==> src/rtl/ius_pkg.sv <==
// Constants, field positions and the state-word layout of the integer core state registers.
// Assumes a single core clock and a pipeline that issues one operation per strobe.
package ius_pkg;

    // Bit positions within the processor state word.
    localparam int PSR_IMPL_LSB = 28;
    localparam int PSR_VER_LSB  = 24;
    localparam int PSR_N_BIT    = 23;
    localparam int PSR_Z_BIT    = 22;
    localparam int PSR_V_BIT    = 21;
    localparam int PSR_C_BIT    = 20;
    localparam int PSR_EC_BIT   = 13;
    localparam int PSR_EF_BIT   = 12;
    localparam int PSR_PIL_LSB  = 8;
    localparam int PSR_S_BIT    = 7;
    localparam int PSR_PS_BIT   = 6;
    localparam int PSR_ET_BIT   = 5;
    localparam int PSR_CWP_LSB  = 0;

    // Window count and the interrupt level that the mask level cannot block.
    localparam int         N_WIN   = 8;
    localparam logic [3:0] IRQ_NMI = 4'hf;

    typedef struct packed {
        logic       n;
        logic       z;
        logic       v;
        logic       c;
        logic       ec;
        logic       ef;
        logic [3:0] pil;
        logic       s;
        logic       ps;
        logic       et;
        logic [2:0] cwp;
    } ius_psr_t;

    // Values after reset.
    localparam ius_psr_t   PSR_RST = '{s: 1'b1, default: '0};
    localparam logic [7:0] WIM_RST = 8'h00;

    function automatic logic [31:0] ius_pack_psr(ius_psr_t p, logic [3:0] impl, logic [3:0] ver);
        logic [31:0] w;
        w = 32'h0;
        w[PSR_IMPL_LSB+:4] = impl;
        w[PSR_VER_LSB+:4]  = ver;
        w[PSR_N_BIT]       = p.n;
        w[PSR_Z_BIT]       = p.z;
        w[PSR_V_BIT]       = p.v;
        w[PSR_C_BIT]       = p.c;
        w[PSR_EC_BIT]      = p.ec;
        w[PSR_EF_BIT]      = p.ef;
        w[PSR_PIL_LSB+:4]  = p.pil;
        w[PSR_S_BIT]       = p.s;
        w[PSR_PS_BIT]      = p.ps;
        w[PSR_ET_BIT]      = p.et;
        w[PSR_CWP_LSB+:3]  = p.cwp;
        return w;
    endfunction : ius_pack_psr

    function automatic ius_psr_t ius_unpack_psr(logic [31:0] w);
        ius_psr_t p;
        p.n   = w[PSR_N_BIT];
        p.z   = w[PSR_Z_BIT];
        p.v   = w[PSR_V_BIT];
        p.c   = w[PSR_C_BIT];
        p.ec  = w[PSR_EC_BIT];
        p.ef  = w[PSR_EF_BIT];
        p.pil = w[PSR_PIL_LSB+:4];
        p.s   = w[PSR_S_BIT];
        p.ps  = w[PSR_PS_BIT];
        p.et  = w[PSR_ET_BIT];
        p.cwp = w[PSR_CWP_LSB+:3];
        return p;
    endfunction : ius_unpack_psr

endpackage : ius_pkg

==> src/rtl/ius_tmr_if.sv <==
// Carrier between the state register logic and one triplicated storage word.
// Assumes both ends run on the same core clock.
`timescale 1ns/1ps
interface ius_tmr_if #(parameter int W = 8);
    logic [W-1:0] d;
    logic [W-1:0] q;
    modport src (output d, input q);
    modport store (input d, output q);
endinterface : ius_tmr_if

==> src/rtl/ius_state_regs.sv <==
// Processor state word and window invalid mask of the integer core, with their side effects.
// Assumes all strobes come from the pipeline on mclk, one instruction per cycle.
`timescale 1ns/1ps
module ius_state_regs #(
    // Arbitrary identification values.
    parameter logic [3:0] IMPL_CODE = 4'h5,
    parameter logic [3:0] VER_CODE  = 4'h3
) (
    // Clock and reset
    input  wire logic        mclk,
    input  wire logic        sys_rst,
    // Privileged register access
    input  wire logic        read_state_op,
    input  wire logic        write_state_op,
    input  wire logic        read_mask_op,
    input  wire logic        write_mask_op,
    input  wire logic [31:0] wr_data,
    output logic      [31:0] rd_data,
    output logic             rd_valid,
    output logic             priv_trap,
    // Condition flag update
    input  wire logic        icc_upd,
    input  wire logic        alu_sub,
    input  wire logic [31:0] alu_a,
    input  wire logic [31:0] alu_b,
    // Window operations
    input  wire logic        save_op,
    input  wire logic        restore_op,
    input  wire logic        trap_return_op,
    output logic             win_ovf,
    output logic             win_unf,
    // Traps and interrupts
    input  wire logic        trap_take,
    input  wire logic        trap_is_exc,
    input  wire logic [3:0]  irq_level,
    output logic             irq_accept,
    output logic             error_mode,
    // Unit instruction checks
    input  wire logic        cp_insn,
    input  wire logic        fp_insn,
    output logic             cp_trap,
    output logic             fp_trap,
    // Register views
    output logic      [31:0] psr_out,
    output logic      [31:0] wim_out
);

    typedef struct packed {
        logic [31:0] rd_data;
        logic        rd_valid;
        logic        priv_trap;
        logic        win_ovf;
        logic        win_unf;
        logic        irq_accept;
        logic        error_mode;
        logic        cp_trap;
        logic        fp_trap;
        logic [31:0] psr_out;
        logic [31:0] wim_out;
    } ius_out_t;

    localparam ius_out_t OUT_RST = '{
        psr_out: ius_pkg::ius_pack_psr(ius_pkg::PSR_RST, IMPL_CODE, VER_CODE),
        wim_out: {24'h000000, ius_pkg::WIM_RST},
        default: '0
    };

    ius_out_t         st;
    ius_out_t         next_st;
    ius_pkg::ius_psr_t cur;
    ius_pkg::ius_psr_t next_psr;
    logic [7:0]       cur_wim;
    logic [7:0]       next_wim;
    logic [32:0]      res;
    logic [32:0]      sres;
    logic [2:0]       cwp_dn;
    logic [2:0]       cwp_up;

    ius_tmr_if #(.W($bits(ius_pkg::ius_psr_t))) psr_if ();
    ius_tmr_if #(.W(8))                         wim_if ();

    ius_tmr_word #(
        .W   ($bits(ius_pkg::ius_psr_t)),
        .RST (ius_pkg::PSR_RST)
    ) u_psr_store (
        .mclk    (mclk),
        .sys_rst (sys_rst),
        .port    (psr_if.store)
    );

    ius_tmr_word #(
        .W   (8),
        .RST (ius_pkg::WIM_RST)
    ) u_wim_store (
        .mclk    (mclk),
        .sys_rst (sys_rst),
        .port    (wim_if.store)
    );

    assign cur      = psr_if.q;
    assign cur_wim  = wim_if.q;
    assign psr_if.d = next_psr;
    assign wim_if.d = next_wim;

    // A subtract is an add of the complement with carry in, so bit 32 is the borrow.
    assign res    = alu_sub ? ({1'b0, alu_a} - {1'b0, alu_b}) : ({1'b0, alu_a} + {1'b0, alu_b});
    // Sign-extended result, kept apart from the flag logic so the checks below do not copy it.
    assign sres   = alu_sub ? ({alu_a[31], alu_a} - {alu_b[31], alu_b}) : ({alu_a[31], alu_a} + {alu_b[31], alu_b});
    assign cwp_dn = cur.cwp - 3'h1;
    assign cwp_up = cur.cwp + 3'h1;

    always_comb begin
        next_st            = st;
        next_psr           = cur;
        next_wim           = cur_wim;
        next_st.rd_valid   = 1'b0;
        next_st.priv_trap  = 1'b0;
        next_st.win_ovf    = 1'b0;
        next_st.win_unf    = 1'b0;
        next_st.irq_accept = 1'b0;
        next_st.cp_trap    = 1'b0;
        next_st.fp_trap    = 1'b0;
        // Error mode freezes both words until reset, as the core has stopped.
        if (!st.error_mode) begin
            if (icc_upd && !(write_state_op && cur.s)) begin
                next_psr.n = res[31];
                next_psr.z = (res[31:0] == 32'h0);
                next_psr.v = alu_sub ? ((alu_a[31] != alu_b[31]) && (res[31] != alu_a[31]))
                                     : ((alu_a[31] == alu_b[31]) && (res[31] != alu_a[31]));
                next_psr.c = res[32];
            end
            if (write_state_op) begin
                if (cur.s) begin
                    // The class fields are never stored, so a write cannot reach them.
                    next_psr = ius_pkg::ius_unpack_psr(wr_data);
                end else begin
                    next_st.priv_trap = 1'b1;
                end
            end
            if (write_mask_op) begin
                if (cur.s) begin
                    next_wim = wr_data[ius_pkg::N_WIN-1:0];
                end else begin
                    next_st.priv_trap = 1'b1;
                end
            end
            if (read_state_op || read_mask_op) begin
                if (cur.s) begin
                    next_st.rd_valid = 1'b1;
                    next_st.rd_data  = read_state_op ? ius_pkg::ius_pack_psr(cur, IMPL_CODE, VER_CODE)
                                                     : {24'h000000, cur_wim};
                end else begin
                    next_st.priv_trap = 1'b1;
                end
            end
            if (save_op) begin
                if (cur_wim[cwp_dn]) begin
                    next_st.win_ovf = 1'b1;
                end else begin
                    next_psr.cwp = cwp_dn;
                end
            end
            if (restore_op || trap_return_op) begin
                if (cur_wim[cwp_up]) begin
                    next_st.win_unf = 1'b1;
                end else begin
                    next_psr.cwp = cwp_up;
                    if (trap_return_op) begin
                        next_psr.s  = cur.ps;
                        next_psr.et = 1'b1;
                    end
                end
            end
            // A trap outranks any other update of s, ps, et and cwp made in the same cycle.
            if (trap_take) begin
                next_psr.ps  = cur.s;
                next_psr.s   = 1'b1;
                next_psr.et  = 1'b0;
                next_psr.cwp = cwp_dn;
                if (trap_is_exc && !cur.et) begin
                    next_st.error_mode = 1'b1;
                end
            end
            next_st.irq_accept = cur.et && (irq_level != 4'h0)
                && ((irq_level == ius_pkg::IRQ_NMI) || (irq_level > cur.pil));
            // No coprocessor exists, so the enable bit is stored but never consulted.
            next_st.cp_trap = cp_insn;
            next_st.fp_trap = fp_insn && !cur.ef;
        end
        next_st.psr_out = ius_pkg::ius_pack_psr(next_psr, IMPL_CODE, VER_CODE);
        next_st.wim_out = {24'h000000, next_wim};
    end

    always_ff @(posedge mclk or posedge sys_rst) begin
        if (sys_rst) begin
            st <= OUT_RST;
        end else begin
            st <= next_st;
        end
    end

    assign rd_data    = st.rd_data;
    assign rd_valid   = st.rd_valid;
    assign priv_trap  = st.priv_trap;
    assign win_ovf    = st.win_ovf;
    assign win_unf    = st.win_unf;
    assign irq_accept = st.irq_accept;
    assign error_mode = st.error_mode;
    assign cp_trap    = st.cp_trap;
    assign fp_trap    = st.fp_trap;
    assign psr_out    = st.psr_out;
    assign wim_out    = st.wim_out;
endmodule : ius_state_regs

==> src/rtl/ius_tmr_word.sv <==
// One word held in three copies with a majority vote on the way out.
// Assumes the writer presents the full next value every cycle.
`timescale 1ns/1ps
module ius_tmr_word #(
    parameter int           W   = 8,
    parameter logic [W-1:0] RST = '0
) (
    // Clock and reset
    input wire logic mclk,
    input wire logic sys_rst,
    // Storage port
    ius_tmr_if.store port
);

    typedef struct packed {
        logic [W-1:0] a;
        logic [W-1:0] b;
        logic [W-1:0] c;
    } ius_tmr_st_t;

    ius_tmr_st_t st;
    ius_tmr_st_t next_st;

    // All copies load the same value, so a single upset is outvoted and then overwritten.
    always_comb begin
        next_st.a = port.d;
        next_st.b = port.d;
        next_st.c = port.d;
    end

    always_ff @(posedge mclk or posedge sys_rst) begin
        if (sys_rst) begin
            st <= {RST, RST, RST};
        end else begin
            st <= next_st;
        end
    end

    assign port.q = (st.a & st.b) | (st.a & st.c) | (st.b & st.c);

endmodule : ius_tmr_word
==> config.mk <==
export PLATFORM = sky130hd
export DESIGN_NAME = ius_state_regs
export DESIGN_NICKNAME = d
export VERILOG_FILES = /design/src/rtl/ius_pkg.sv /design/src/rtl/ius_tmr_if.sv /design/src/rtl/ius_state_regs.sv /design/src/rtl/ius_tmr_word.sv
export SDC_FILE = /design/constraint.sdc
export NUM_CORES = 1
export LEC_CHECK = 0
export BUFFER_PORTS_ARGS = -buffer_cell sky130_fd_sc_hd__buf_2
export CAP_MARGIN = 20
export CORE_ASPECT_RATIO = 0.7
export CORE_MARGIN = 3
export CORE_UTILIZATION = 45
export CTS_BUF_LIST = sky130_fd_sc_hd__clkbuf_8 sky130_fd_sc_hd__clkbuf_16
export CTS_CLUSTER_SIZE = 10
export DETAILED_ROUTE_END_ITERATION = 8
export PLACE_DENSITY_LB_ADDON = 0.15
export SYNTH_ARGS = -nofsm -noshare
export SYNTH_HDL_FRONTEND = slang
export SYNTH_SLANG_ARGS = --single-unit
export TNS_END_PERCENT = 30
==> constraint.sdc <==
create_clock -name mclk -period 2.45 [get_ports mclk]
set_input_delay 0 -clock mclk [delete_from_list [all_inputs] [get_ports mclk]]
set_output_delay 0 -clock mclk [all_outputs]
set_load 0.05 [all_outputs]
=== Yosys cells after proc, flatten, opt, wreduce, memory -nomap -nowiden ===
Index checks and enable logic that the tools add are counted.

* Shift operators: 0
* Add/sub/neg operators: 4
* $lt $le $gt $ge: 3
* Multiplexer cells: 37
* Multiply operators: 0
* Div/mod/pow operators: 0
* Reduce and logical (&&, ||, !) cells: 17
* Eq/ne operators: 4
* Bitwise gates (word level): 7

{| class="wikitable"
|+ Operators by type and width
! kind !! count
|-
| $mux 16 || 3
|-
| $add 32x32->33 || 1
|-
| $mux 33 || 1
|-
| $sub 32x32->33 || 1
|-
| $logic_not 32->1 || 1
|-
| $mux 8 || 4
|-
| $or 16x16->16 || 2
|-
| $mux 31 || 1
|-
| $mux 1 || 19
|-
| $and 16x16->16 || 1
|-
| $or 8x8->8 || 2
|-
| $mux 4 || 3
|-
| $and 8x8->8 || 1
|-
| $logic_and 1x1->1 || 8
|-
| $lt 3x4->1 const B || 2
|-
| $bmux 1 s3 || 2
|-
| $mux 3 || 2
|-
| $mux 6 || 1
|-
| $eq 4x4->1 const B || 1
|-
| $gt 4x4->1 || 1
|-
| $reduce_bool 4->1 || 1
|-
| $add 3x1->3 const B || 1
|-
| $logic_not 1->1 || 3
|-
| $logic_or 1x1->1 || 3
|-
| other kinds (6) || 7
|}

* Bits in read-only memories: 0
* Memories kept: 0
* Bits in writable memories: 0
* Word-level logic and storage cells: 83
* Bits in latches: 0
* Flip-flop bits (word level): 63

=== Logic depth before layout (Yosys ltp) ===
Gate-level depths: netlist (run 1).

* Word-level depth: 15
* Depth in mapped cells: 19
* Depth with buffers taken out: 19

=== Modules after synthesis ===
From an unflattened synthesis (run 1), not the netlist that was laid out.

* Cell total of the unflattened synthesis: 720
* Area, all modules: 6162.2 µm²

{| class="wikitable"
|+ Modules (own cells, without submodules)
! module !! cells an instance !! area an instance (µm²) !! times used !! sequential area each (µm²)
|-
| ius_state_regs || 694 || 5552.8 || 1 || 1277.5
|-
| ius_tmr_word (u_psr_store) || 17 || 405.4 || 1 || 401.6
|-
| ius_tmr_word (u_wim_store) || 9 || 203.9 || 1 || 200.2
|}

=== Least setup slack after synthesis (run 1) ===
OpenSTA, ideal clock, no wires.

* Kind: in2reg
* Start: in alu_b[0]
* End: reg st, in the netlist psr_out[22]
* Arrival time: 3636 ps
* Required time: 2374 ps
* Stages on the path: 18
* Path slack: -1262 ps
* Library setup time: 76 ps
* Cells stage by stage: inv_1 > ha_1 > nand3_1 > nor4_1 > a21oi_1 > xnor2_1 > ha_1 > buf_6 > a21o_1 > a21oi_2 > o21bai_2 > a32o_1 > or4_4 > nor4_2 > o2111ai_1 > nor4_2 > nand4b_1 > o21ai_1

* Cells in the longest elaborated chain, start to end: 7

{| class="wikitable"
|+ Ends and longest elaborated chain
! element !! RTL line !! source
|-
| from (decl) || ius_state_regs.sv:25 || <nowiki>input wire logic [31:0] alu_b,</nowiki>
|-
| $add 32x32->33 or $sub 32x32->33 (tied branches) || ius_state_regs.sv:106 || <nowiki>assign res = alu_sub ? ({1'b0, alu_a} - {1'b0, alu_b}) : ({1'b0, alu_a} + {1'b0, alu_b});</nowiki>
|-
| $mux 33 * || ius_state_regs.sv:106 ||
|-
| $logic_not 32->1 * || ius_state_regs.sv:127 || <nowiki>next_psr.z = (res[31:0] == 32'h0);</nowiki>
|-
| $mux 4 * || ius_state_regs.sv:125 || <nowiki>if (icc_upd && !(write_state_op && cur.s)) begin</nowiki>
|-
| $mux 16 || ius_state_regs.sv:133 || <nowiki>if (cur.s) begin</nowiki>
|-
| $mux 16 * || ius_state_regs.sv:132 || <nowiki>if (write_state_op) begin</nowiki>
|-
| $mux 16 * || ius_state_regs.sv:124 || <nowiki>if (!st.error_mode) begin</nowiki>
|-
| to (signal assigned) || ius_state_regs.sv:198 || <nowiki>st <= next_st;</nowiki>
|-
| to (decl) || ius_state_regs.sv:68 || <nowiki>ius_out_t st;</nowiki>
|}

Every way passes the cells marked *; elsewhere a longest branch is shown, timed or not.
A chain may end at the register's enable or synchronous reset.

=== Final worst setup path (run 1) ===
* Start: in alu_b[8]
* End: reg st, in the netlist psr_out[23]

* Cells in the longest elaborated chain, start to end: 6

{| class="wikitable"
|+ Ends and longest elaborated chain
! element !! RTL line
|-
| $add 32x32->33 or $sub 32x32->33 (tied branches) || ius_state_regs.sv:106
|-
| $mux 33 * || ius_state_regs.sv:106
|-
| $mux 4 * || ius_state_regs.sv:125
|-
| $mux 16 || ius_state_regs.sv:133
|-
| $mux 16 * || ius_state_regs.sv:132
|-
| $mux 16 * || ius_state_regs.sv:124
|}

Marked as above.

==> PnR_summary.wiki, run 1 <==
{| class="wikitable"
! Metric !! Value
|-
| Switching power || 1.24 mW
|-
| Synthesized-area fraction occupied by and/or/nand/nor cells || 19.4%
|-
| Synthesized-area fraction occupied by ao, oa, aoi and oai cells || 21.2%
|-
| Peak Freq || 310 MHz
|-
| Violations in the final reports || setup timing
|-
| Result of the run || finished with violations
|-
| Required time at the endpoint of the critical path || 2.63 ns
|-
| Launch point of the worst hold path || read_mask_op
|-
| Count of boundary I/O pins || 219
|-
| First drt pass iteration count || 7
|-
| Number of antenna violations at the first check in global routing || 0
|-
| DR WL/cell || 15.7 um
|-
| Total Negative Setup Slacks || -2.98 ns
|-
| Final critical-path share of the clock period || 132%
|-
| Main flop type after synthesis || sky130_fd_sc_hd__dfrtp_1
|-
| Filler cells || 927
|-
| Antenna-violating nets left || 0
|-
| Number of synthesized flops with an enable pin || 0
|-
| Post-route worst setup slack || -0.777 ns
|-
| Die Span Y || 95.7 um
|-
| Final HPWL DP || 13900 um
|-
| Core Region || 11100 um^2
|-
| Minimum period implied by the final worst setup slack || 3.23 ns
|-
| Synthesis-stage register bit count || 51
|-
| Crit end category || register
|-
| Total routing usage reported by global routing || 25.8%
|-
| Total leakage power || 4.01 nW
|-
| Switching power as a share of total power || 36.9%
|-
| Class of the tightest hold or removal check || input port to register
|-
| Int Pwr || 2.12 mW
|-
| Critical path start-end classification || input port to register
|-
| Fraction of the mapped netlist area in adder cells || 9.43%
|-
| Overall routed net length || 17500 um
|-
| Mux contribution to synthesized area || 6.16%
|-
| Area Overhead vs Synth || 50.0%
|-
| Warnings, synthesis || 0
|-
| Launching element type of the critical path || input port
|-
| Proportion of synthesized flip-flops having asynchronous set or reset || 100%
|-
| Worst supply voltage drop on vdd || 0.000283 V
|-
| Root buffer selected by CTS || sky130_fd_sc_hd__clkbuf_16
|-
| Synthesized netlist cell count || 650
|-
| Clock insertion delay at the later pin of the skew report || 0.29 ns
|-
| Power, Total || 3.36 mW
|-
| Vias in the first global route || 5492
|-
| Max Cap Viol || 0
|-
| Number of H-tree levels || 2
|-
| Clock tree from TritonCTS || built
|-
| Final number of max-transition violations || 0
|-
| Number of placement rows || 32
|-
| Setup Viol. Count Final || 4
|-
| Gr ovfl total || 0
|-
| DR vias/cell || 5.27
|-
| Initial core utilization || 46.5%
|-
| Fin Clk Skew || 0.00725 ns
|-
| Pwr per Cell Area || 433 nW/um^2
|-
| Largest driver fanout on the critical path || 5
|-
| Buffers from clock root to sink, at most || 2
|-
| Library cells used by synthesis || 64
|-
| Chip width || 134 um
|-
| R2R Setup Slk || 0.16 ns
|-
| Cell types occupying the most area after synthesis || sky130_fd_sc_hd__dfrtp_1 (24%), sky130_fd_sc_hd__ha_1 (9.4%), sky130_fd_sc_hd__buf_4 (7.7%), sky130_fd_sc_hd__xnor2_1 (5.8%), sky130_fd_sc_hd__a21oi_1 (4.9%)
|-
| Layout cell share with drive strength beyond 1 || 40.8%
|-
| Slew at the pin closest to its max-slew limit || 0.496 ns
|-
| Post-synthesis cell area || 5180 um^2
|-
| Net count, final || 1114
|-
| Wire length of the first global-routing pass || 26900 um
|-
| Routed via count || 5881
|-
| Source of the worst register-to-register timing path || psr_out[0]$_DFFE_PP0N_
|-
| Worst Setup SP || alu_b[8]
|-
| Maximum number of pins on one net before global-route repair || 52
|-
| Iteration-0 DRC count of the detailed router || 456
|-
| Final Hold Fails || 0
|-
| Yosys top cell by area || sky130_fd_sc_hd__dfrtp_1
|-
| Number of clock sinks seen by CTS || 51
|-
| Synth Area in XOR/XNOR || 7.45%
|-
| Setup repair after global routing missed its margin || yes
|-
| Post-detailed-route DRC marker count || 0
|-
| Register area share after synthesis || 24.7%
|-
| Total of buffers placed on input and output ports || 154
|-
| Clock transition at the registers of the reported paths || 0.07 ns
|-
| Share of the synthesized area in the top cell type || 24.2%
|-
| Relative slew slack || 66.5%
|-
| Mean area per synthesized cell || 7.96 um^2
|-
| Dominant combinational cell family by area after synthesis || compound AO/OA/AOI/OAI gates
|-
| Clock network fraction of total power || 24.6%
|-
| Combinational share of power || 50.3%
|-
| Sequential share of power || 25.2%
|-
| Routability cong. || 0.975
|-
| Die area || 12800 um^2
|-
| Utilization after layout || 69.7%
|-
| Total CTS buffers || 5
|-
| Data arrival time at the worst-slack endpoint || 3.41 ns
|}
## metal layers
layer | part of all wire [%] | GRT usage, % | vias up | wire length (um)
met1 | 47 | 37.3 | 2707 | 8160
met3 | 9.2 | 6.17 | 30 | 1610
li1 | - | - | 2852 | -
met2 | 43 | 39.8 | 292 | 7470
met4 | 1.7 | 4.58 | 0 | 299
met5 | 0 | 0 | - | 0
## cell usage in the layout, fill, tap and decap left out, types with 31 or more instances in the layout
master / synthesis / final
sky130_fd_sc_hd__buf_2: 3 / 151
sky130_fd_sc_hd__dfrtp_1: 50 / 50
sky130_fd_sc_hd__a21oi_1: 51 / 46
sky130_fd_sc_hd__conb_1: 2 / 50
sky130_fd_sc_hd__ha_1: 39 / 35
sky130_fd_sc_hd__nor2_1: 56 / 50
sky130_fd_sc_hd__o21ai_0: 41 / 35
sky130_fd_sc_hd__buf_4: 53 / 149
sky130_fd_sc_hd__nand2_1: 59 / 55
sky130_fd_sc_hd__xnor2_1: 34 / 31
## flip-flops by register name (all words and copies together) (netlist names)
register        cells
psr_out            16
irq_accept          1
error_mode          1
cp_trap             1
fp_trap             1
priv_trap           1
rd_data            19
rd_valid            1
u_wim_store.st      8
win_ovf             1
win_unf             1
## what timing repair did
| item | 4_1_cts | 5_1_grt |
|---|---|---|
| hold buffers | 20 | 1 |
| pin swaps | 22 | 21 |
| gates resized for setup | 18 | 40 |
| buffers inserted | 4 | 4 |
| setup endpoints to repair | 4 | 7 |
| endpoints found under the hold margin | 20 | 14 |
## final cells by class
| class | instances | area [um^2] | share of cell area (%) |
|---|---|---|---|
| Clock inverter | 2 | 38.8 | 0.500 |
| Tap cell | 153 | 191 | 2.47 |
| Timing Repair Buffer | 329 | 2190 | 28.2 |
| Antenna cell | 1 | 2.50 | 0.0322 |
| Clock buffer | 6 | 139 | 1.79 |
| Sequential cell | 51 | 1280 | 16.5 |
| Inverter | 29 | 126 | 1.63 |
| Multi-Input combinational cell | 544 | 3790 | 48.9 |
## power groups by stage
stage	logic (mW)	clock network [mW]	registers, mW
after floorplan	0.961	0	0.868
after global placement	1.52	0	0.861
after detailed placement	1.53	0	0.861
after CTS	1.60	0.836	0.845
after global routing	1.83	0.872	0.845
final	1.69	0.826	0.845
## kinds of logic (layout without fill, tap and decap cells)
logic type               count (synthesis)  in the layout
XOR/XNOR                                44             44
multiplexers                            28             28
AO/OA/AOI/OAI                          174            174
adder cells (fa/ha/maj)                 39             39
AND/OR/NAND/NOR                        209            209
other                                    2             51
flip-flops                              51             51
buffers and inverters                  103            366
## synth_stat cells (3+ instances only)
cell type                   n
sky130_fd_sc_hd__nor4_1     8
sky130_fd_sc_hd__nor3_1    23
sky130_fd_sc_hd__ha_1      39
sky130_fd_sc_hd__a31oi_1   10
sky130_fd_sc_hd__o211ai_1   8
sky130_fd_sc_hd__a211oi_1   3
sky130_fd_sc_hd__o21a_1     6
sky130_fd_sc_hd__o31ai_1    3
sky130_fd_sc_hd__a22oi_1    3
sky130_fd_sc_hd__a21oi_1   51
sky130_fd_sc_hd__nor2_1    56
sky130_fd_sc_hd__xnor2_1   34
sky130_fd_sc_hd__inv_1     29
sky130_fd_sc_hd__buf_2      3
sky130_fd_sc_hd__nand3_1   14
sky130_fd_sc_hd__o21ai_1    5
sky130_fd_sc_hd__mux2i_1   15
sky130_fd_sc_hd__and3_1     5
sky130_fd_sc_hd__a21o_1    11
sky130_fd_sc_hd__xor2_1    10
sky130_fd_sc_hd__o21ai_0   41
sky130_fd_sc_hd__nand2b_1  10
sky130_fd_sc_hd__nor3b_1    4
sky130_fd_sc_hd__buf_4     53
sky130_fd_sc_hd__dfrtp_1   50
sky130_fd_sc_hd__nor2b_1    6
sky130_fd_sc_hd__nand2_1   59
sky130_fd_sc_hd__nand4_1    7
sky130_fd_sc_hd__a22o_1    10
sky130_fd_sc_hd__clkbuf_1  17
sky130_fd_sc_hd__mux2_2    11
sky130_fd_sc_hd__and2_1     5
## through the flow
step	cell area (um^2)	setup slack, ns	hold WS, ns	std cells
after floorplan	5480	-0.774	0.105	698
after global placement	7050	-1.19	0.203	1076
after detailed placement	7050	-1.24	0.211	1076
after CTS	7520	-0.712	0.000552	1108
after global routing	7760	-0.953	0.0398	1114
final	7760	-0.777	0.0161	1115
## final timing paths
kind                                                 to  cells after the start
min in group asynchronous        rd_data[0]$_DFFE_PP0P_                      3
worst min register to register   rd_data[1]$_DFFE_PP0P_                      2
worst max-delay path            psr_out[23]$_DFFE_PP0N_                     19
worst min-delay path                priv_trap$_DFF_PP0_                      3
max in group asynchronous        psr_out[7]$_DFFE_PP1N_                      4
worst max register to register   psr_out[1]$_DFFE_PP0N_                     10
## critical path, stage by stage
cell,delay (ns)
sky130_fd_sc_hd__buf_6,0.10
sky130_fd_sc_hd__nor3_4,0.22
sky130_fd_sc_hd__nand2b_4,0.10
sky130_fd_sc_hd__nor4_4,0.28
sky130_fd_sc_hd__buf_6,0.18
sky130_fd_sc_hd__a31oi_4,0.09
sky130_fd_sc_hd__xnor2_2,0.14
sky130_fd_sc_hd__ha_1,0.35
sky130_fd_sc_hd__nand4_1,0.16
sky130_fd_sc_hd__nor3_2,0.22
sky130_fd_sc_hd__nand2_1,0.07
sky130_fd_sc_hd__o211ai_1,0.39
sky130_fd_sc_hd__buf_4,0.21
sky130_fd_sc_hd__buf_6,0.10
sky130_fd_sc_hd__o21ai_4,0.05
sky130_fd_sc_hd__a21boi_2,0.18
sky130_fd_sc_hd__o21a_1,0.21
sky130_fd_sc_hd__nor2_4,0.05
sky130_fd_sc_hd__a221o_1,0.29
Note: power is estimated with default switching activity, not from simulation.
==> run 2, diff against run 1 <==
--- a/config.mk
+++ b/config.mk
@@ -7,9 +7,10 @@
 export LEC_CHECK = 0
 export BUFFER_PORTS_ARGS = -buffer_cell sky130_fd_sc_hd__buf_2
 export CAP_MARGIN = 20
-export CORE_ASPECT_RATIO = 0.7
+export CELL_PAD_IN_SITES_DETAIL_PLACEMENT = 0
+export CELL_PAD_IN_SITES_GLOBAL_PLACEMENT = 1
 export CORE_MARGIN = 3
-export CORE_UTILIZATION = 45
+export CORE_UTILIZATION = 31
 export CTS_BUF_LIST = sky130_fd_sc_hd__clkbuf_8 sky130_fd_sc_hd__clkbuf_16
 export CTS_CLUSTER_SIZE = 10
 export DETAILED_ROUTE_END_ITERATION = 8
==> run 2 against run 1 <==
Against the previous run:
- design area down 1.7%
- critical path type unchanged
- routed wire length decreased by 4.8%
- the flow still finishes with violations (setup timing)
- largest cell class unchanged
- die area increased by 42%
- critical endpoint is now psr_out[22]$_DFFE_PP0N_
- sequential power about the same
- largest power group unchanged
- non-clock buffer count fell by 3
- clock skew fell by 0.0037 ns
==> PnR_summary.wiki, run 2 (synthesis results as in run 1) <==
{| class="wikitable"
! Metric !! Value
|-
| Result of the run || finished with violations (unchanged)
|-
| Violations in the final reports || setup timing (unchanged)
|-
| Routability cong. || 0.864 (was 0.975)
|-
| Crit path max-delay cell type || sky130_fd_sc_hd__ha_1 (was sky130_fd_sc_hd__o211ai_1)
|-
| Net count, final || 1111 (was 1114)
|-
| Most Frequent Cell on Critical Path || sky130_fd_sc_hd__o21ai_1 (was sky130_fd_sc_hd__buf_6)
|-
| Finished Layout Cells || 1174 (was 1115)
|-
| Gr ovfl total || 0 (unchanged)
|-
| Utilization after layout || 47.4% (was 69.7%)
|-
| Total routing usage reported by global routing || 17.8% (was 25.8%)
|-
| Antenna-violating nets left || 0 (unchanged)
|-
| Worst setup slack before clock tree synthesis || -1.23 ns (was -1.24 ns)
|-
| Total of buffers placed on input and output ports || 154 (unchanged)
|-
| Final number of max-transition violations || 0 (unchanged)
|-
| Setup Viol. Count Final || 4 (unchanged)
|-
| Pwr per Cell Area || 425 nW/um^2 (was 433 nW/um^2)
|-
| Buffers from clock root to sink, at most || 2 (unchanged)
|-
| Met2 Resource Use GR || 30.1% (was 39.8%)
|-
| Relative slew slack || 31.4% (was 66.5%)
|-
| Clock tree from TritonCTS || built (unchanged)
|-
| Number of flip-flops in the largest register || 19 (unchanged)
|-
| Crit end category || register (unchanged)
|-
| Setup repair after global routing missed its margin || yes (unchanged)
|-
| Maximum number of pins on one net before global-route repair || 29 (was 52)
|-
| Most heavily used metal layer in global routing || met2 (unchanged)
|-
| Die area || 18300 um^2 (was 12800 um^2)
|-
| Destination of the worst hold path || u_wim_store.st[23]$_DFFE_PP0P_ (was priv_trap$_DFF_PP0_)
|-
| Final Hold Fails || 0 (unchanged)
|-
| First drt pass iteration count || 4 (was 7)
|-
| Hold Path Depth || 3 (unchanged)
|-
| Leading cell types in the layout, fill and taps excluded || sky130_fd_sc_hd__buf_2 (154), sky130_fd_sc_hd__buf_4 (149), sky130_fd_sc_hd__nand2_1 (56) (was sky130_fd_sc_hd__buf_2 (151), sky130_fd_sc_hd__buf_4 (149), sky130_fd_sc_hd__nand2_1 (55))
|-
| Die Span Y || 135 um (was 95.7 um)
|-
| Vias in the first global route || 5546 (was 5492)
|-
| Area Overhead vs Synth || 47.5% (was 50.0%)
|-
| Filler cells || 1656 (was 927)
|-
| Number of antenna violations at the first check in global routing || 0 (unchanged)
|-
| Worst slack on hold paths || 0.0121 ns (was 0.0161 ns)
|-
| Total leakage power || 3.91 nW (was 4.01 nW)
|-
| Post-placement cell area || 7100 um^2 (was 7050 um^2)
|-
| Cell count after placement || 1137 (was 1076)
|-
| Chip width || 135 um (was 134 um)
|-
| Launch point of the worst hold path || wr_data[7] (was read_mask_op)
|-
| Routed via count || 5590 (was 5881)
|-
| DR WL/cell || 14.2 um (was 15.7 um)
|-
| Overall routed net length || 16700 um (was 17500 um)
|-
| Class of the tightest hold or removal check || input port to register (unchanged)
|-
| Crit path cell chain || buf_2 -> inv_12 -> ha_4 -> nand3_4 -> nor4_4 -> a21oi_1 -> xnor2_1 -> ha_1 -> a221oi_2 -> o21ai_1 -> a21oi_2 -> o211ai_1 -> a21o_1 -> a311o_1 -> a32o_1 -> nor4_2 -> nand4b_1 -> o21ai_1 (was buf_6 -> nor3_4 -> nand2b_4 -> nor4_4 -> buf_6 -> a31oi_4 -> xnor2_2 -> ha_1 -> nand4_1 -> nor3_2 -> nand2_1 -> o211ai_1 -> buf_4 -> buf_6 -> o21ai_4 -> a21boi_2 -> o21a_1 -> nor2_4 -> a221o_1)
|-
| Post-route worst setup slack || -0.726 ns (was -0.777 ns)
|-
| DR vias/cell || 4.76 (was 5.27)
|-
| Largest driver fanout on the critical path || 7 (was 5)
|-
| Wire length of the first global-routing pass || 26900 um (about the same)
|-
| Routing usage on met3 || 1.78% (was 6.17%)
|-
| Required time at the endpoint of the critical path || 2.67 ns (was 2.63 ns)
|-
| Critical path start-end classification || input port to register (unchanged)
|-
| Iteration-0 DRC count of the detailed router || 237 (was 456)
|-
| Max Cap Viol || 0 (unchanged)
|-
| Slew at the pin closest to its max-slew limit || 1.03 ns (was 0.496 ns)
|-
| Initial core utilization || 32.1% (was 46.5%)
|-
| Minimum period implied by the final worst setup slack || 3.18 ns (was 3.23 ns)
|-
| Capture point of the worst reg-to-reg path || psr_out[1]$_DFFE_PP0N_ (unchanged)
|-
| Worst supply voltage drop on vdd || 0.000371 V (was 0.000283 V)
|-
| Post-detailed-route DRC marker count || 0 (unchanged)
|-
| Source of the worst register-to-register timing path || psr_out[0]$_DFFE_PP0N_ (unchanged)
|-
| Final HPWL DP || 14200 um (was 13900 um)
|-
| Met1 usage || 24.5% (was 37.3%)
|-
| R2R Setup Slk || 0.12 ns (was 0.16 ns)
|-
| Layout cell share with drive strength beyond 1 || 38.9% (was 40.8%)
|-
| Number of H-tree levels || 2 (unchanged)
|-
| Data arrival time at the worst-slack endpoint || 3.40 ns (was 3.41 ns)
|-
| CP peak stage delay || 0.34 ns (was 0.39 ns)
|-
| Layout Cell Area excl Fill || 7630 um^2 (was 7760 um^2)
|-
| Clock transition at the registers of the reported paths || 0.06 ns (was 0.07 ns)
|-
| Total CTS buffers || 5 (unchanged)
|-
| Peak Freq || 315 MHz (was 310 MHz)
|-
| Commonest non-fill, non-tap cell in the layout || sky130_fd_sc_hd__buf_2 (unchanged)
|-
| Count of boundary I/O pins || 219 (unchanged)
|-
| Number of cells on the worst reg-to-reg path || 7 (was 10)
|-
| Fin Clk Skew || 0.00356 ns (was 0.00725 ns)
|-
| Launching element type of the critical path || input port (unchanged)
|-
| Root buffer selected by CTS || sky130_fd_sc_hd__clkbuf_16 (unchanged)
|-
| Number of clock sinks seen by CTS || 51 (unchanged)
|-
| Number of placement rows || 46 (was 32)
|-
| Final critical-path share of the clock period || 130% (was 132%)
|-
| Clock insertion delay at the later pin of the skew report || 0.29 ns (about the same)
|-
| Core Region || 16100 um^2 (was 11100 um^2)
|}
## run 2: cell count changes in the layout (fill, tap and decap cells not counted), moves of 2 or more
| cell | previous run | this run |
|---|---|---|
| sky130_fd_sc_hd__nor2_2 | 3 | 5 |
| sky130_fd_sc_hd__buf_6 | 6 | 0 |
| sky130_fd_sc_hd__o21ai_4 | 2 | 0 |
| sky130_fd_sc_hd__buf_2 | 151 | 154 |
| sky130_fd_sc_hd__a211oi_2 | 2 | 0 |
| sky130_fd_sc_hd__xnor2_1 | 31 | 33 |
| sky130_fd_sc_hd__a31oi_2 | 2 | 0 |
| sky130_fd_sc_hd__a211oi_1 | 1 | 3 |
| sky130_fd_sc_hd__xnor2_2 | 3 | 1 |
| sky130_fd_sc_hd__dlygate4sd3_1 | 21 | 23 |
| sky130_fd_sc_hd__buf_12 | 2 | 0 |
| sky130_fd_sc_hd__o21ai_0 | 35 | 37 |
| sky130_fd_sc_hd__a31oi_1 | 7 | 10 |
## run 2: routing by layer
| layer | share of wire, % | vias to the layer above |
|---|---|---|
| met5 | 0 | - |
| met4 | 1.6 | 0 |
| met3 | 5.0 | 20 |
| met2 | 47 | 165 |
| met1 | 47 | 2569 |
| li1 | - | 2836 |
## run 2: what timing repair did
item	4_1_cts	5_1_grt
resized for setup	13	12
hold endpoints to repair	47	0
hold buffers	23	0
pin swaps	15	7
setup endpoints to repair	4	7
setup buffers	6	0
## run 2: stage by stage
step                      setup TNS (ns)  power (mW)
final                              -2.36        3.24
after global routing               -3.57        3.47
after CTS                          -2.70        3.26
after detailed placement           -4.71        2.41
after global placement             -4.36        2.40
after floorplan                    -3.62        1.83
## run 2: worst max-delay path, delay by kind of cell
family / cells / cell delay, ns
compound gates: 9 / 1.84
buf+inv: 2 / 0.21
simple gates: 4 / 0.72
xor+xnor: 1 / 0.14
fa+ha+maj: 2 / 0.48
## run 2: worst max-delay path by stage
stage                         start                 endpoint  cells past startpoint
after detailed placement  alu_b[12]  psr_out[22]$_DFFE_PP0N_                     18
after global placement    alu_b[12]  psr_out[22]$_DFFE_PP0N_                     19
after global routing       alu_b[3]  psr_out[22]$_DFFE_PP0N_                     20
final                      alu_b[1]  psr_out[22]$_DFFE_PP0N_                     18
after CTS                  alu_b[8]  psr_out[22]$_DFFE_PP0N_                     20
after floorplan            alu_b[1]  psr_out[22]$_DFFE_PP0N_                     18
## run 2: where the power goes
part | internal, mW | switching (mW)
registers | 0.844 | 0.00185
logic | 0.736 | 0.880
clock network | 0.476 | 0.303
## run 2: layout make-up
type	count	area [um^2]	share of cell area, %
Antenna cell	1	2.50	0.0328
Clock buffer	5	125	1.64
Clock inverter	2	37.5	0.492
Inverter	29	126	1.66
Multi-Input combinational cell	544	3670	48.1
Sequential cell	51	1280	16.8
Tap cell	216	270	3.54
Timing Repair Buffer	326	2120	27.8
==> run 3, diff against run 2 <==
--- a/config.mk
+++ b/config.mk
@@ -15,6 +15,7 @@
 export CTS_CLUSTER_SIZE = 10
 export DETAILED_ROUTE_END_ITERATION = 8
 export PLACE_DENSITY_LB_ADDON = 0.15
+export RECOVER_POWER = 50
 export SYNTH_ARGS = -nofsm -noshare
 export SYNTH_HDL_FRONTEND = slang
 export SYNTH_SLANG_ARGS = --single-unit
==> run 3 against run 2 <==
Against the previous run:
- the run still ends with setup timing left
- global-route usage unchanged
- flip-flop and latch count unchanged
- non-clock buffer count unchanged
- sequential share of layout area up 0.14 points
- register-to-register slack about the same
- clock power about the same
- clock skew up 0.00069 ns
- via count down 0.45%
- die area unchanged
- routed wire length up 0.31%
- sequential power about the same
- critical path type unchanged
- largest power group unchanged
==> PnR_summary.wiki, run 3 (synthesis results as in run 1) <==
{| class="wikitable"
! Metric !! Value
|-
| Total leakage power || 3.73 nW (was 3.91 nW)
|-
| Launching element type of the critical path || input port (unchanged)
|-
| Maximum number of pins on one net before global-route repair || 29 (unchanged)
|-
| Area Overhead vs Synth || 46.3% (was 47.5%)
|-
| Routability cong. || 0.864 (unchanged)
|-
| Total routing usage reported by global routing || 17.8% (unchanged)
|-
| Largest driver fanout on the critical path || 7 (unchanged)
|-
| Peak Freq || 315 MHz (about the same)
|-
| Relative slew slack || 30.7% (was 31.4%)
|-
| Routed via count || 5565 (was 5590)
|-
| Clock tree from TritonCTS || built (unchanged)
|-
| Initial core utilization || 32.1% (unchanged)
|-
| Count of boundary I/O pins || 219 (unchanged)
|-
| Total of buffers placed on input and output ports || 154 (unchanged)
|-
| Overall routed net length || 16800 um (was 16700 um)
|-
| First drt pass iteration count || 4 (unchanged)
|-
| Worst Setup SP || alu_b[1] (unchanged)
|-
| Wire length of the first global-routing pass || 26900 um (unchanged)
|-
| Post-placement cell area || 7100 um^2 (unchanged)
|-
| Leading cell types in the layout, fill and taps excluded || sky130_fd_sc_hd__buf_4 (147), sky130_fd_sc_hd__buf_2 (110), sky130_fd_sc_hd__nand2_1 (56) (was sky130_fd_sc_hd__buf_2 (154), sky130_fd_sc_hd__buf_4 (149), sky130_fd_sc_hd__nand2_1 (56))
|-
| Max Cap Viol || 0 (unchanged)
|-
| Setup repair after global routing missed its margin || yes (unchanged)
|-
| Commonest non-fill, non-tap cell in the layout || sky130_fd_sc_hd__buf_4 (was sky130_fd_sc_hd__buf_2)
|-
| Post-detailed-route DRC marker count || 0 (unchanged)
|-
| Chip width || 135 um (unchanged)
|-
| Clock insertion delay at the later pin of the skew report || 0.29 ns (about the same)
|-
| Number of placement rows || 46 (unchanged)
|-
| Layout cell share with drive strength beyond 1 || 34.0% (was 38.9%)
|-
| Final HPWL DP || 14200 um (unchanged)
|-
| Critical path start-end classification || input port to register (unchanged)
|-
| Final number of max-transition violations || 0 (unchanged)
|-
| Die area || 18300 um^2 (unchanged)
|-
| Number of cells on the worst reg-to-reg path || 7 (unchanged)
|-
| Most heavily used metal layer in global routing || met2 (unchanged)
|-
| Worst supply voltage drop on vdd || 0.000370 V (was 0.000371 V)
|-
| Fin Clk Skew || 0.00425 ns (was 0.00356 ns)
|-
| Number of flip-flops in the largest register || 19 (unchanged)
|-
| Worst slack on hold paths || 0.0139 ns (was 0.0121 ns)
|-
| Clock transition at the registers of the reported paths || 0.06 ns (about the same)
|-
| Met2 Resource Use GR || 30.1% (unchanged)
|-
| Worst setup slack before clock tree synthesis || -1.23 ns (unchanged)
|-
| Violations in the final reports || setup timing (unchanged)
|-
| Setup Viol. Count Final || 4 (unchanged)
|-
| Finished Layout Cells || 1174 (unchanged)
|-
| DR vias/cell || 4.74 (was 4.76)
|-
| Slew at the pin closest to its max-slew limit || 1.04 ns (was 1.03 ns)
|-
| DR WL/cell || 14.3 um (was 14.2 um)
|-
| Routing usage on met3 || 1.78% (unchanged)
|-
| Core Region || 16100 um^2 (unchanged)
|-
| Cell count after placement || 1137 (unchanged)
|-
| Data arrival time at the worst-slack endpoint || 3.40 ns (about the same)
|-
| Final Hold Fails || 0 (unchanged)
|-
| Required time at the endpoint of the critical path || 2.67 ns (about the same)
|-
| Source of the worst register-to-register timing path || psr_out[0]$_DFFE_PP0N_ (unchanged)
|-
| Capture point of the worst reg-to-reg path || psr_out[1]$_DFFE_PP0N_ (unchanged)
|-
| Buffers from clock root to sink, at most || 2 (unchanged)
|-
| Total CTS buffers || 5 (unchanged)
|-
| Pwr per Cell Area || 428 nW/um^2 (was 425 nW/um^2)
|-
| Number of antenna violations at the first check in global routing || 0 (unchanged)
|-
| Final critical-path share of the clock period || 130% (about the same)
|-
| Layout Cell Area excl Fill || 7570 um^2 (was 7630 um^2)
|-
| Net count, final || 1111 (unchanged)
|-
| Die Span Y || 135 um (unchanged)
|-
| Iteration-0 DRC count of the detailed router || 213 (was 237)
|-
| Power, Total || 3.24 mW (about the same)
|-
| Number of H-tree levels || 2 (unchanged)
|-
| Met1 usage || 24.5% (unchanged)
|-
| R2R Setup Slk || 0.11 ns (was 0.12 ns)
|-
| Number of clock sinks seen by CTS || 51 (unchanged)
|-
| Root buffer selected by CTS || sky130_fd_sc_hd__clkbuf_16 (unchanged)
|-
| Antenna-violating nets left || 0 (unchanged)
|-
| Minimum period implied by the final worst setup slack || 3.18 ns (about the same)
|-
| Post-route worst setup slack || -0.729 ns (was -0.726 ns)
|-
| Result of the run || finished with violations (unchanged)
|-
| Class of the tightest hold or removal check || input port to register (unchanged)
|-
| End point of the critical path || psr_out[22]$_DFFE_PP0N_ (unchanged)
|-
| Crit end category || register (unchanged)
|-
| Filler cells || 1677 (was 1656)
|-
| Vias in the first global route || 5546 (unchanged)
|-
| Gr ovfl total || 0 (unchanged)
|}
## run 3: final cells by class
class                      count  area (um^2)  area share (%)
multi-input combinational    544         3670            48.5
timing repair buffer         326         2060            27.2
sequential                    51         1280            16.9
tap                          216          270            3.57
inverter                      29          126            1.67
clock buffer                   5          125            1.65
clock inverter                 2         37.5           0.496
antenna                        1         2.50          0.0331
## run 3: worst min-delay path by stage
stage,startpoint,to,slack (ns),cells past startpoint
6_report,write_mask_op,priv_trap$_DFF_PP0_,0.01,3
5_1_grt,alu_a[31],psr_out[21]$_DFFE_PP0N_,0.05,3
4_1_cts,wr_data[7],u_wim_store.st[23]$_DFFE_PP0P_,0.003,3
3_5_place_dp,sys_rst,rd_data[22]$_DFFE_PP0P_,0.11,2
3_3_place_gp,sys_rst,rd_data[22]$_DFFE_PP0P_,0.09,2
2_1_floorplan,wr_data[12],psr_out[12]$_DFFE_PP0P_,0.11,2
## run 3: critical path: stages
cell,delay [ns]
sky130_fd_sc_hd__buf_2,0.15
sky130_fd_sc_hd__inv_12,0.06
sky130_fd_sc_hd__ha_4,0.14
sky130_fd_sc_hd__nand3_4,0.07
sky130_fd_sc_hd__nor4_4,0.29
sky130_fd_sc_hd__a21oi_1,0.13
sky130_fd_sc_hd__xnor2_1,0.14
sky130_fd_sc_hd__ha_1,0.34
sky130_fd_sc_hd__a221oi_2,0.26
sky130_fd_sc_hd__o21ai_1,0.12
sky130_fd_sc_hd__a21oi_2,0.16
sky130_fd_sc_hd__o211ai_1,0.25
sky130_fd_sc_hd__a21o_1,0.26
sky130_fd_sc_hd__a311o_1,0.31
sky130_fd_sc_hd__a32o_1,0.22
sky130_fd_sc_hd__nor4_2,0.25
sky130_fd_sc_hd__nand4b_1,0.11
sky130_fd_sc_hd__o21ai_1,0.13
## run 3: timing repair
| action | 4_1_cts | 5_1_grt |
|---|---|---|
| pin swaps | 15 | 7 |
| hold endpoints to repair | 47 | 0 |
| hold buffers | 23 | 0 |
| gates resized for setup | 13 | 12 |
| buffers inserted | 6 | 0 |
| endpoints found under the setup margin | 4 | 7 |
## run 3: power by group
part | internal [mW] | switching, mW
Clock | 0.476 | 0.303
Sequential | 0.844 | 0.00184
Combinational | 0.735 | 0.881
Total | 2.06 | 1.19
## run 3: metal layers
layer / routed length (um) / vias to the layer above
li1: - / 2835
met1: 7940 / 2549
met2: 7760 / 161
met3: 796 / 20
met4: 263 / 0
met5: 0 / -
## run 3: per-stage QoR
stage	util (%)	TNS [ns]
global placement	44.1	-4.36
CTS	47.1	-2.70
floorplan	-	-3.62
detailed placement	44.1	-4.71
finish	47.0	-2.39
global route	47.0	-3.62
